**src/spcfg_defines.vh**
```
// Offsets, field layouts, masks and reset values of the port tuning registers
`ifndef SPCFG_DEFINES_VH
`define SPCFG_DEFINES_VH

// Register byte offsets
`define SPCFG_OFS_TL_TUNE        8'h8C
`define SPCFG_OFS_PHY_LANE       8'h90
`define SPCFG_OFS_PHY_MARGIN     8'h94
`define SPCFG_OFS_OP_MODE        8'h98

// Transaction-layer tuning word
`define SPCFG_TL_RST             32'h00791894
`define SPCFG_TL_IMPL            32'hBFFF1FFF
`define SPCFG_TL_UPOWN           32'h3C0010EF
`define SPCFG_TL_CFGWR           32'h00000060
`define SPCFG_TL_MW_BYP_BIT      5
`define SPCFG_TL_RELAX_OFF_BIT   6
`define SPCFG_TL_RATE_CNT_LO     8
`define SPCFG_TL_RATE_CNT_HI     9
`define SPCFG_TL_PORT_DIS_BIT    10
`define SPCFG_TL_RST_SEL_BIT     11
`define SPCFG_TL_PHYCTL_LO       16
`define SPCFG_TL_PHYCTL_HI       23
`define SPCFG_TL_RETRAIN_OFF_BIT 16

// PHY lane mode and delta word
`define SPCFG_PL_RST             32'h00008000
`define SPCFG_PL_IMPL            32'hFFFF807F
`define SPCFG_PL_UPOWN           32'hFFFF8000
`define SPCFG_PL_LANE_HI         6
`define SPCFG_PL_DELTA_LO        15
`define SPCFG_PL_DELTA_HI        31

// PHY transmit margin word, upstream owned
`define SPCFG_PM_RST             32'h0000116B
`define SPCFG_PM_IMPL            32'h0000FFFF
`define SPCFG_PM_UPOWN           32'h0000FFFF

// Operating mode and clock buffer word
`define SPCFG_OM_RST             32'h007F00A2
`define SPCFG_OM_IMPL            32'h0FFFFFFF
`define SPCFG_OM_UPOWN           32'h00FF0000
`define SPCFG_OM_MODE_HI         15
`define SPCFG_OM_CLKEN_LO        16
`define SPCFG_OM_CLKEN_HI        22
`define SPCFG_OM_CLKPD_BIT       23
`define SPCFG_OM_CLKEN_SIX       7'h7F
`define SPCFG_OM_CLKEN_FIVE      7'h5F

// Strap capture: edges after reset release before the synchronised straps are valid
`define SPCFG_STRAP_WAIT         2'h2

`endif

```
**src/spcfg_sync.v**
```verilog
// Two-stage synchroniser for strap and sense pins
`timescale 1ns/10ps
module spcfg_sync #(
  parameter W = 1
) (
  // Clock and reset
  input  wire         clk,
  input  wire         nrst,
  // Asynchronous level in, synchronised level out
  input  wire [W-1:0] din,
  output reg  [W-1:0] dout
);

  reg [W-1:0] meta_r;

  always @(posedge clk or negedge nrst)
  begin
    if (!nrst)
    begin
      meta_r <= {W{1'b0}};
      dout   <= {W{1'b0}};
    end
    else
    begin
      meta_r <= din;
      dout   <= meta_r;
    end
  end

endmodule

```
**src/spcfg_regs.v**
```verilog
// Per-port transaction, PHY and operating-mode tuning register group
// Summary of operation
// Sideband or EEPROM loads replace the reset value of every configurable field.
// Upstream-owned fields follow the upstream copy; downstream ports cannot set them.
// Bit 6 writable, resets zero, EEPROM loadable; one turns relaxed ordering off.
// Bit 5 writable memory-write bypass disable, resets zero, sideband or EEPROM loadable.
// Bit 10 one disables the port; resets zero; changed only by sideband or EEPROM.
// Bit 11 reset selection, meaningful on upstream port only, resets to one.
// Bits 9:8 give rate change attempt count; reset to zero.
// Bits 23:16 mirror PHY control byte, reset 79h; bit 16 disables error retrain.
// Clock buffer bit 23 resets from the sampled power-down strap pin.
// Reference clock outputs run while bit 23 is zero, all stop when one.
// Bits 22:16 enable clock pairs 7..1; reset 7Fh six-port, 5Fh five-port.
// Bits 15:0 read-only mode indications, reset 00A2h, with documented bit meanings.
// Lane mode bits 6:0 reset 00h; delta bits 31:15 reset 0_0001h, upstream owned.
// Reserved bits read zero; software writes to read-only bits are ignored.
// All reset values apply at fundamental reset before any load updates fields; bits 23:16 take theirs at the strap take, over any earlier load.
`timescale 1ns/10ps
`include "spcfg_defines.vh"
module spcfg_regs (
  // Clock and fundamental reset
  input  wire        clk,
  input  wire        nrst,
  // Strap and role pins
  input  wire        clock_buffer_powerdown_strap,
  input  wire        six_port_package,
  input  wire        upstream_role,
  // Configuration software access
  input  wire        cfg_rd,
  input  wire        cfg_wr,
  input  wire [7:0]  cfg_addr,
  input  wire [31:0] cfg_wdata,
  input  wire [3:0]  cfg_be,
  output reg  [31:0] cfg_rdata_r,
  output reg         cfg_rvalid_r,
  // Sideband (SMBus or I2C) and EEPROM autoload write ports
  input  wire        sb_wr,
  input  wire [7:0]  sb_addr,
  input  wire [31:0] sb_wdata,
  input  wire [3:0]  sb_be,
  input  wire        ee_wr,
  input  wire [7:0]  ee_addr,
  input  wire [31:0] ee_wdata,
  input  wire [3:0]  ee_be,
  // Upstream port copy of the group
  input  wire [31:0] up_tl_word,
  input  wire [31:0] up_pl_word,
  input  wire [31:0] up_pm_word,
  input  wire [31:0] up_om_word,
  // Effective field outputs
  output reg  [31:0] tl_word_r,
  output reg  [31:0] pl_word_r,
  output reg  [31:0] pm_word_r,
  output reg  [31:0] om_word_r,
  output reg         mw_bypass_off_r,
  output reg         relaxed_order_off_r,
  output reg  [1:0]  rate_change_attempt_count_r,
  output reg         port_disabled_r,
  output reg         reset_select_r,
  output reg  [7:0]  phy_control_byte_r,
  output reg         retrain_on_error_off_r,
  output reg  [6:0]  lane_mode_r,
  output reg  [16:0] phy_delta_r,
  output reg  [15:0] operating_mode_r,
  output reg  [7:1]  reference_clock_output_pair_en_r
);

  // Local copies of the four words
  reg  [31:0] tl_r;
  reg  [31:0] pl_r;
  reg  [31:0] pm_r;
  reg  [31:0] om_r;
  reg  [31:0] tl_nxt;
  reg  [31:0] pl_nxt;
  reg  [31:0] pm_nxt;
  reg  [31:0] om_nxt;
  reg  [1:0]  strap_cnt_r;
  reg         strap_done_r;
  reg  [31:0] rd_nxt;
  wire [2:0]  pins_s;
  wire        strap_pd_s;
  wire        six_port_s;
  wire        is_up_s;
  wire        strap_take;
  wire [31:0] tl_eff;
  wire [31:0] pl_eff;
  wire [31:0] pm_eff;
  wire [31:0] om_eff;

  // Word defaults, sliced for the per-field reset values
  localparam [31:0] TL_RST = `SPCFG_TL_RST;
  localparam [31:0] PL_RST = `SPCFG_PL_RST;
  localparam [31:0] OM_RST = `SPCFG_OM_RST;

  // Byte-enable merge of new data into the given bit mask
  function [31:0] be_merge;
    input [31:0] old;
    input [31:0] data;
    input [3:0]  be;
    input [31:0] mask;
    reg   [31:0] m;
    begin
      m = {{8{be[3]}}, {8{be[2]}}, {8{be[1]}}, {8{be[0]}}} & mask;
      be_merge = (old & ~m) | (data & m);
    end
  endfunction

  // Upstream-owned bits taken from the upstream copy on a downstream port
  function [31:0] own_merge;
    input [31:0] loc;
    input [31:0] up;
    input [31:0] mask;
    input        is_up;
    begin
      if (is_up)
        own_merge = loc;
      else
        own_merge = (loc & ~mask) | (up & mask);
    end
  endfunction

  // Straps and role are pins, so they are synchronised first
  spcfg_sync #(
    .W (3)
  ) u_pins (
    .clk  (clk),
    .nrst (nrst),
    .din  ({clock_buffer_powerdown_strap, six_port_package, upstream_role}),
    .dout (pins_s)
  );

  assign strap_pd_s = pins_s[2];
  assign six_port_s = pins_s[1];
  assign is_up_s    = pins_s[0];

  // Straps are caught once, after the synchroniser has filled
  assign strap_take = !strap_done_r && (strap_cnt_r == `SPCFG_STRAP_WAIT);

  // The count freezes after the take, so straps are read once per reset
  always @(posedge clk or negedge nrst)
  begin
    if (!nrst)
    begin
      strap_cnt_r  <= 2'h0;
      strap_done_r <= 1'b0;
    end
    else
    begin
      if (!strap_done_r)
        strap_cnt_r <= strap_cnt_r + 2'h1;
      if (strap_take)
        strap_done_r <= 1'b1;
    end
  end

  // Next-value logic; later writes in this process take priority
  always @*
  begin
    tl_nxt = tl_r;
    pl_nxt = pl_r;
    pm_nxt = pm_r;
    om_nxt = om_r;
    // Lowest priority, so a load of this byte in the same cycle wins
    if (strap_take)
    begin
      om_nxt[`SPCFG_OM_CLKPD_BIT] = strap_pd_s;
      om_nxt[`SPCFG_OM_CLKEN_HI:`SPCFG_OM_CLKEN_LO] =
        six_port_s ? `SPCFG_OM_CLKEN_SIX : `SPCFG_OM_CLKEN_FIVE;
    end
    // Software reaches only bits 6 and 5; everything else is read-only
    if (cfg_wr && cfg_addr == `SPCFG_OFS_TL_TUNE)
      tl_nxt = be_merge(tl_nxt, cfg_wdata, cfg_be, `SPCFG_TL_CFGWR);
    // EEPROM autoload first, sideband second, so a live sideband write wins
    if (ee_wr)
    begin
      case (ee_addr)
        `SPCFG_OFS_TL_TUNE:    tl_nxt = be_merge(tl_nxt, ee_wdata, ee_be, `SPCFG_TL_IMPL);
        `SPCFG_OFS_PHY_LANE:   pl_nxt = be_merge(pl_nxt, ee_wdata, ee_be, `SPCFG_PL_IMPL);
        `SPCFG_OFS_PHY_MARGIN: pm_nxt = be_merge(pm_nxt, ee_wdata, ee_be, `SPCFG_PM_IMPL);
        `SPCFG_OFS_OP_MODE:    om_nxt = be_merge(om_nxt, ee_wdata, ee_be, `SPCFG_OM_IMPL);
        default:               tl_nxt = tl_nxt;
      endcase
    end
    // Bit 6 is only EEPROM loadable, so the sideband mask leaves it out
    if (sb_wr)
    begin
      case (sb_addr)
        `SPCFG_OFS_TL_TUNE:
          tl_nxt = be_merge(tl_nxt, sb_wdata, sb_be,
                            `SPCFG_TL_IMPL & ~(32'h1 << `SPCFG_TL_RELAX_OFF_BIT));
        `SPCFG_OFS_PHY_LANE:   pl_nxt = be_merge(pl_nxt, sb_wdata, sb_be, `SPCFG_PL_IMPL);
        `SPCFG_OFS_PHY_MARGIN: pm_nxt = be_merge(pm_nxt, sb_wdata, sb_be, `SPCFG_PM_IMPL);
        `SPCFG_OFS_OP_MODE:    om_nxt = be_merge(om_nxt, sb_wdata, sb_be, `SPCFG_OM_IMPL);
        default:               tl_nxt = tl_nxt;
      endcase
    end
  end

  // Fundamental reset loads every documented default but bits 23:16, which load 7Fh; the strapped values follow at the take
  always @(posedge clk or negedge nrst)
  begin
    if (!nrst)
    begin
      tl_r <= `SPCFG_TL_RST;
      pl_r <= `SPCFG_PL_RST;
      pm_r <= `SPCFG_PM_RST;
      om_r <= `SPCFG_OM_RST;
    end
    else
    begin
      tl_r <= tl_nxt;
      pl_r <= pl_nxt;
      pm_r <= pm_nxt;
      om_r <= om_nxt;
    end
  end

  // Effective values: reserved bits forced to zero, owned bits from upstream on a downstream port
  assign tl_eff = own_merge(tl_r, up_tl_word, `SPCFG_TL_UPOWN, is_up_s) & `SPCFG_TL_IMPL;
  assign pl_eff = own_merge(pl_r, up_pl_word, `SPCFG_PL_UPOWN, is_up_s) & `SPCFG_PL_IMPL;
  assign pm_eff = own_merge(pm_r, up_pm_word, `SPCFG_PM_UPOWN, is_up_s) & `SPCFG_PM_IMPL;
  assign om_eff = own_merge(om_r, up_om_word, `SPCFG_OM_UPOWN, is_up_s) & `SPCFG_OM_IMPL;

  // Read mux; unmapped offsets return zero
  always @*
  begin
    case (cfg_addr)
      `SPCFG_OFS_TL_TUNE:    rd_nxt = tl_eff;
      `SPCFG_OFS_PHY_LANE:   rd_nxt = pl_eff;
      `SPCFG_OFS_PHY_MARGIN: rd_nxt = pm_eff;
      `SPCFG_OFS_OP_MODE:    rd_nxt = om_eff;
      default:               rd_nxt = 32'h00000000;
    endcase
  end

  // Answer one cycle after the request; data holds until the next read
  always @(posedge clk or negedge nrst)
  begin
    if (!nrst)
    begin
      cfg_rdata_r  <= 32'h00000000;
      cfg_rvalid_r <= 1'b0;
    end
    else
    begin
      cfg_rvalid_r <= cfg_rd;
      if (cfg_rd)
        cfg_rdata_r <= rd_nxt;
    end
  end

  // Field outputs, registered one cycle behind the effective words
  always @(posedge clk or negedge nrst)
  begin
    if (!nrst)
    begin
      tl_word_r                        <= `SPCFG_TL_RST;
      pl_word_r                        <= `SPCFG_PL_RST;
      pm_word_r                        <= `SPCFG_PM_RST;
      om_word_r                        <= `SPCFG_OM_RST;
      // Field resets other than the clock enables are slices of the word defaults, so the two cannot drift
      mw_bypass_off_r                  <= TL_RST[`SPCFG_TL_MW_BYP_BIT];
      relaxed_order_off_r              <= TL_RST[`SPCFG_TL_RELAX_OFF_BIT];
      rate_change_attempt_count_r      <= TL_RST[`SPCFG_TL_RATE_CNT_HI:`SPCFG_TL_RATE_CNT_LO];
      port_disabled_r                  <= TL_RST[`SPCFG_TL_PORT_DIS_BIT];
      reset_select_r                   <= TL_RST[`SPCFG_TL_RST_SEL_BIT];
      phy_control_byte_r               <= TL_RST[`SPCFG_TL_PHYCTL_HI:`SPCFG_TL_PHYCTL_LO];
      retrain_on_error_off_r           <= TL_RST[`SPCFG_TL_RETRAIN_OFF_BIT];
      lane_mode_r                      <= PL_RST[`SPCFG_PL_LANE_HI:0];
      phy_delta_r                      <= PL_RST[`SPCFG_PL_DELTA_HI:`SPCFG_PL_DELTA_LO];
      operating_mode_r                 <= OM_RST[`SPCFG_OM_MODE_HI:0];
      reference_clock_output_pair_en_r <= 7'h00;
    end
    else
    begin
      tl_word_r                   <= tl_eff;
      pl_word_r                   <= pl_eff;
      pm_word_r                   <= pm_eff;
      om_word_r                   <= om_eff;
      mw_bypass_off_r             <= tl_eff[`SPCFG_TL_MW_BYP_BIT];
      relaxed_order_off_r         <= tl_eff[`SPCFG_TL_RELAX_OFF_BIT];
      rate_change_attempt_count_r <=
        tl_eff[`SPCFG_TL_RATE_CNT_HI:`SPCFG_TL_RATE_CNT_LO];
      port_disabled_r             <= tl_eff[`SPCFG_TL_PORT_DIS_BIT];
      // Reset selection has no meaning on a downstream port
      reset_select_r              <= is_up_s & tl_eff[`SPCFG_TL_RST_SEL_BIT];
      phy_control_byte_r          <= tl_eff[`SPCFG_TL_PHYCTL_HI:`SPCFG_TL_PHYCTL_LO];
      retrain_on_error_off_r      <= tl_eff[`SPCFG_TL_RETRAIN_OFF_BIT];
      lane_mode_r                 <= pl_eff[`SPCFG_PL_LANE_HI:0];
      phy_delta_r                 <= pl_eff[`SPCFG_PL_DELTA_HI:`SPCFG_PL_DELTA_LO];
      operating_mode_r            <= om_eff[`SPCFG_OM_MODE_HI:0];
      // Clocks held off until the straps are known, so no glitchy start
      if (!strap_done_r || om_eff[`SPCFG_OM_CLKPD_BIT])
        reference_clock_output_pair_en_r <= 7'h00;
      else
        reference_clock_output_pair_en_r <=
          om_eff[`SPCFG_OM_CLKEN_HI:`SPCFG_OM_CLKEN_LO];
    end
  end

endmodule

```
**config.mk**
```make
export PLATFORM = sky130hd
export DESIGN_NAME = spcfg_regs
export DESIGN_NICKNAME = d
export VERILOG_FILES = /design/src/spcfg_sync.v /design/src/spcfg_regs.v
export VERILOG_INCLUDE_DIRS = /design/src
export SDC_FILE = /design/constraint.sdc
export NUM_CORES = 1
export LEC_CHECK = 0
export ABC_AREA = 1
export BUFFER_PORTS_ARGS = -buffer_cell sky130_fd_sc_hd__buf_2
export CORE_AREA = 2 2 191 193
export CTS_CLUSTER_DIAMETER = 50
export DETAILED_ROUTE_END_ITERATION = 10
export DIE_AREA = 0 0 193 195
export PLACE_DENSITY_LB_ADDON = 0.25
export SLEW_MARGIN = 20
export SYNTH_ARGS = -nofsm -noshare
export SYNTH_HDL_FRONTEND = slang
export SYNTH_SLANG_ARGS = --single-unit
```
**constraint.sdc**
```tcl
create_clock -name clk -period 1.7 [get_ports clk]
set_clock_uncertainty 0.15 [all_clocks]
set_input_delay 0.34 -clock clk [delete_from_list [all_inputs] [get_ports clk]]
set_output_delay 0.34 -clock clk [all_outputs]
set_load 0.005 [all_outputs]
```
Word-level counts from Yosys, hierarchy flattened. Cells that the tools add are included.

Output and inout port bits: 223. Input port bits: 269. Logic and storage cells: 109. Register bits: 328.

Equality and inequality tests: 13. Mux-type cells: 25. Reductions and logical operators: 4. Bitwise gates (word level): 41. $add $sub $neg: 1.

Operator list (count): $mux W32 (19); $and A32 B32 Y32 (13); $or A32 B32 Y32 (9); $not A32 Y32 (4); $pmux W32 S4 (1); $eq A8 B8 Y1 const B (12); $and A32 B16 Y32 (2); $and A32 B28 Y32 (2); $not A16 Y32 (2); $not A28 Y32 (2); $and A32 B7 Y32 (1); $not A7 Y32 (1); $or A15 B32 Y32 (1); $or A32 B30 Y32 (1); $mux W28 (1); $or A28 B24 Y28 (1); $mux W16 (1); $or A1 B16 Y16 const A (1); $mux W8 (1); $mux W7 (1); $mux W6 (1); $add A2 B1 Y2 const B (1); $eq A2 B2 Y1 const B (1); $logic_and A1 B1 Y1 (2); 3 further kinds (3).

Longest topological paths before layout.
Depth in word-level cells: 12. Mapped depth: 10. Depth with buffers taken out: 10.

Cells and area by module. From an unflattened synthesis, not the netlist that was laid out.

Cells, all modules: 1522. Area, all modules: 11895.2 um^2.

Modules (own cells, without submodules): spcfg_regs (area each 11745.0 um^2, seq. area each 5977.0 um^2, times used 1, cells each 1516); spcfg_sync (area each 150.1 um^2, seq. area each 150.1 um^2, times used 1, cells each 6).

Worst setup path after synthesis. Ideal clock, no wire load.

Path type: input to register. From: input port ee_addr[1]. To: register om_r[6]. Stages on the path: 7. Data arrival time: 1254 ps. Required time: 1424 ps. Buffers on the path: 1. Path slack: 170 ps. Library setup time: 126 ps. Path through: nor2_2 -> inv_1 -> nor2_4 -> nand3_2 -> buf_2 -> nor2_1 -> o22ai_2.

Longest elaborated chain between the ends: 7.

Ends and longest elaborated chain: start, declared (line spcfg_regs.v:42) `input wire [7:0] ee_addr,`; $eq A8 B8 Y1 (*); $mux W32 (*) (line spcfg_regs.v:176) `case (ee_addr)`; $mux W32 (*) (line spcfg_regs.v:174) `if (ee_wr)`; $and A32 B32 Y32 (line spcfg_regs.v:104) `be_merge = (old & ~m) | (data & m);`; $or A32 B32 Y32 (line spcfg_regs.v:104); $mux W32 (line spcfg_regs.v:187) `case (sb_addr)`; $mux W32 (*) (line spcfg_regs.v:185) `if (sb_wr)`; named net om_nxt[6] (line spcfg_regs.v:76) `reg [31:0] om_nxt;`; end signal, assigned (line spcfg_regs.v:207) `` om_r <= `SPCFG_OM_RST; ``; end signal, assigned (line spcfg_regs.v:214) `om_r <= om_nxt;`; end, declared (line spcfg_regs.v:72) `reg [31:0] om_r;`.

Mark *: on every way through the listed nets, which the timed path passes. The rest lies on a longest branch. A chain may end at the register's enable or synchronous reset.

==> impl_metrics.csv <==
group,metric,value,unit
drt,firstDrtPassIters,5,
placement,dp_cells,2351,
die,dieArea,37600,µm²
die,coreArea,35400,µm²
sta,rsz0062_at_grt,"true",
synthesis,avgSynthCellArea,7.90,µm²
drt,vias,11914,
sta,tns,0,ns
worst_setup_path,crit_chain,"buf_2",
worst_hold_path,min_path_type,"in -> reg",
die,die_h,195,µm
die,row_count,69,
finish,fin_nets,2291,
synthesis,synth_area,12100,µm²
job,max_cap_viol_count,0,
global_routing,grt_pass1_wl,66200,µm
worst_setup_path,arrival,1.20,ns
sta,post-route-period-util,99.5,%
worst_setup_path,cp_top_family,"flip-flops",
global_routing,grt_pass1_vias,12001,
drt,routedWlPerCell,17.4,µm
drt,drt-total-wl,43800,µm
cts,cts-htree-levels,2,
worst_setup_path,cpPeakStageDelay,0.56,ns
drt,drtAntennaViolNets,0,
global_routing,grt_remaining_overflow,0,
sta,fmax,591,MHz
cts,clock_path_buffers,3,
sta,setup_ws,0.00867,ns
worst_setup_path,crit_type,"reg -> out",
power,power,15.6,mW
cts,cts.sinks,242,
placement,dp_slack,-0.281,ns
global_routing,grt_use_total,23.0,%
die,boundaryPins,492,
finish,drive_above_1_share,31.3,%
cts,cts_buffers,35,
worst_setup_path,critPathMaxFanout,2,
drt,routed_via_density,4.74,
sta,whs,0.0147,ns
worst_setup_path,crit_slowest_cell,"dfstp_2",
sta,finalCriticalPeriod,1.69,ns
status,outcome,"finished, final reports clean",
placement,placed_area,14800,µm²
drt,drc,0,
power,ir_drop,0.597,mV
power,power_leakage,9.16,nW
sta,slew_violations,0,
power,p_per_area,921,nW/µm²
drt,drt_iter0_drc,666,
synthesis,synth_seq_area_share,50.8,%
cts,cts_tree,"done",
synthesis,yosys.cell_types.count,35,
placement,gp_congestion,0.886,
synthesis,ys_ff_latch,242,
die,die_x,193,µm
synthesis,ys_warn_count,0,
cts,worst_skew_pair.late_latency,0.53,ns
cts,root_buffer,"clkbuf_16",
synthesis,synthFlopType,"dfrtp_1",
synthesis,async_flop_share,100,%
die,initial_core_util,34.1,%
finish,fin_area,17000,µm²
finish,layoutNonFillerInstCount,2515,
worst_setup_path,critPathBufInv,1,
global_routing,grt_max_degree,50,
cts,cts_setup_buffers,0,
sta,hold_viol_final,0,
synthesis,synth_edf_count,0,
worst_setup_path,cp-start-kind,"flop",
sta,setup-violations-final,0,
worst_setup_path,critPathCaptureType,"output pin",
worst_setup_path,cp.required,1.21,ns
finish,post-route-util,48.0,%
synthesis,synthCells,1527,
finish,area_delta_synth_final,40.8,%
placement,portBuffers,351,
placement,hpwlAfterDp,32200,µm
cts,path_clk_slew,0.05,ns
global_routing,grt_antenna_before_repair,7,
-- worst reg2reg max path: cells and delay by family, from the launching register on --
family / cells / cell delay, ns
and+or+nand+nor: 4 / 0.43
AOI/OAI and AO/OA: 1 / 0.17
DFF: 1 / 0.38
buffers and inverters: 1 / 0.39
-- Yosys cell counts (9+ instances only) --
master    instances  area share (%)
nand3_2           9            0.75
nor2_1          100             3.1
inv_2            11            0.34
nand2_1         528              16
nand4_1          23             1.2
a21oi_1          29             1.2
buf_2            23            0.95
dfrtp_1         185              38
dfstp_2          57              12
inv_1           157             4.9
o22ai_1          12            0.62
clkbuf_1         18            0.56
o21ai_0          36             1.5
buf_4            91             5.7
nand3_1         186             7.7
-- logic make-up after synthesis --
| kind of cell | after synthesis | share of synthesized area, % |
|---|---|---|
| simple gates | 882 | 31.9 |
| buf+inv | 308 | 13.0 |
| flops | 242 | 50.8 |
| compound gates | 92 | 4.19 |
| xor+xnor | 1 | 0.0726 |
| fa+ha+maj | 1 | 0.104 |
| other cells | 1 | 0.0311 |
-- flip-flops by register name, summed over array words and instances, names as in the netlist, 2 cells and up --
name                              cells
reference_clock_output_pair_en_r      7
om_word_r                            13
tl_word_r                            20
pm_word_r                            16
phy_control_byte_r                    7
tl_r                                 28
lane_mode_r                           6
om_r                                 28
phy_delta_r                          16
u_pins.meta_r                         3
cfg_rdata_r                          32
pl_r                                 24
u_pins.dout                           3
pl_word_r                             2
operating_mode_r                     15
strap_cnt_r                           2
pm_r                                 16
-- power breakdown --
part | total, mW | internal (mW) | switching [mW]
registers | 6.35 | 6.17 | 0.181
logic | 1.83 | 0.802 | 1.03
clock network | 7.46 | 4.60 | 2.86
-- layout by cell type, fill, tap and decap left out, drive strengths merged, types with 7 or more instances in the layout --
master	netlist	layout
nand4	23	23
o21ai	43	43
nor2	114	114
buf	121	471
dfstp	57	57
conb	1	32
diode	0	7
nand3	199	199
clkbuf	18	46
nor3	7	7
clkinv	1	7
dlygate4sd3	0	93
nand2	534	534
a21oi	29	29
inv	168	176
o22ai	14	14
dfrtp	185	185
-- layer usage --
| layer | vias up | track usage (%) | wire (µm) |
|---|---|---|---|
| met5 | - | 0 | 13 |
| met4 | 2 | 6.40 | 971 |
| met3 | 73 | 3.95 | 2650 |
| met2 | 429 | 38.8 | 20900 |
| met1 | 5718 | 30.3 | 19300 |
| li1 | 5692 | - | - |
-- layout make-up --
type	instances	area, µm²
clock buffer	45	975
tap	461	577
antenna	7	17.5
fill	3494	18400
inverter	169	637
clock inverter	18	224
multi-input combinational	1008	4520
timing repair buffer	565	3910
sequential	242	6130
-- worst paths after layout --
path | startpoint | end | slack [ns] | cells past startpoint
setup / recovery | operating_mode_r[5] | om_word_r[5] | 0.009 | 1
hold / removal | ee_wdata[1] | om_r[1] | 0.01 | 3
setup reg to reg | u_pins.dout[0] | cfg_rdata_r[14] | 0.12 | 6
hold reg to reg | u_pins.meta_r[0] | u_pins.dout[0] | 0.20 | 0
max in group asynchronous | nrst | om_r[1] | 0.60 | 3
min in group asynchronous | nrst | cfg_rdata_r[29] | 0.16 | 2
-- repair_timing --
item                       in CTS  in global routing
resized for setup               0                  1
hold endpoints to repair      329                  0
setup endpoints to repair       3                  6
hold buffers                   93                  0
cloned                          0                  1
Note: power is estimated with default switching activity, not from simulation.
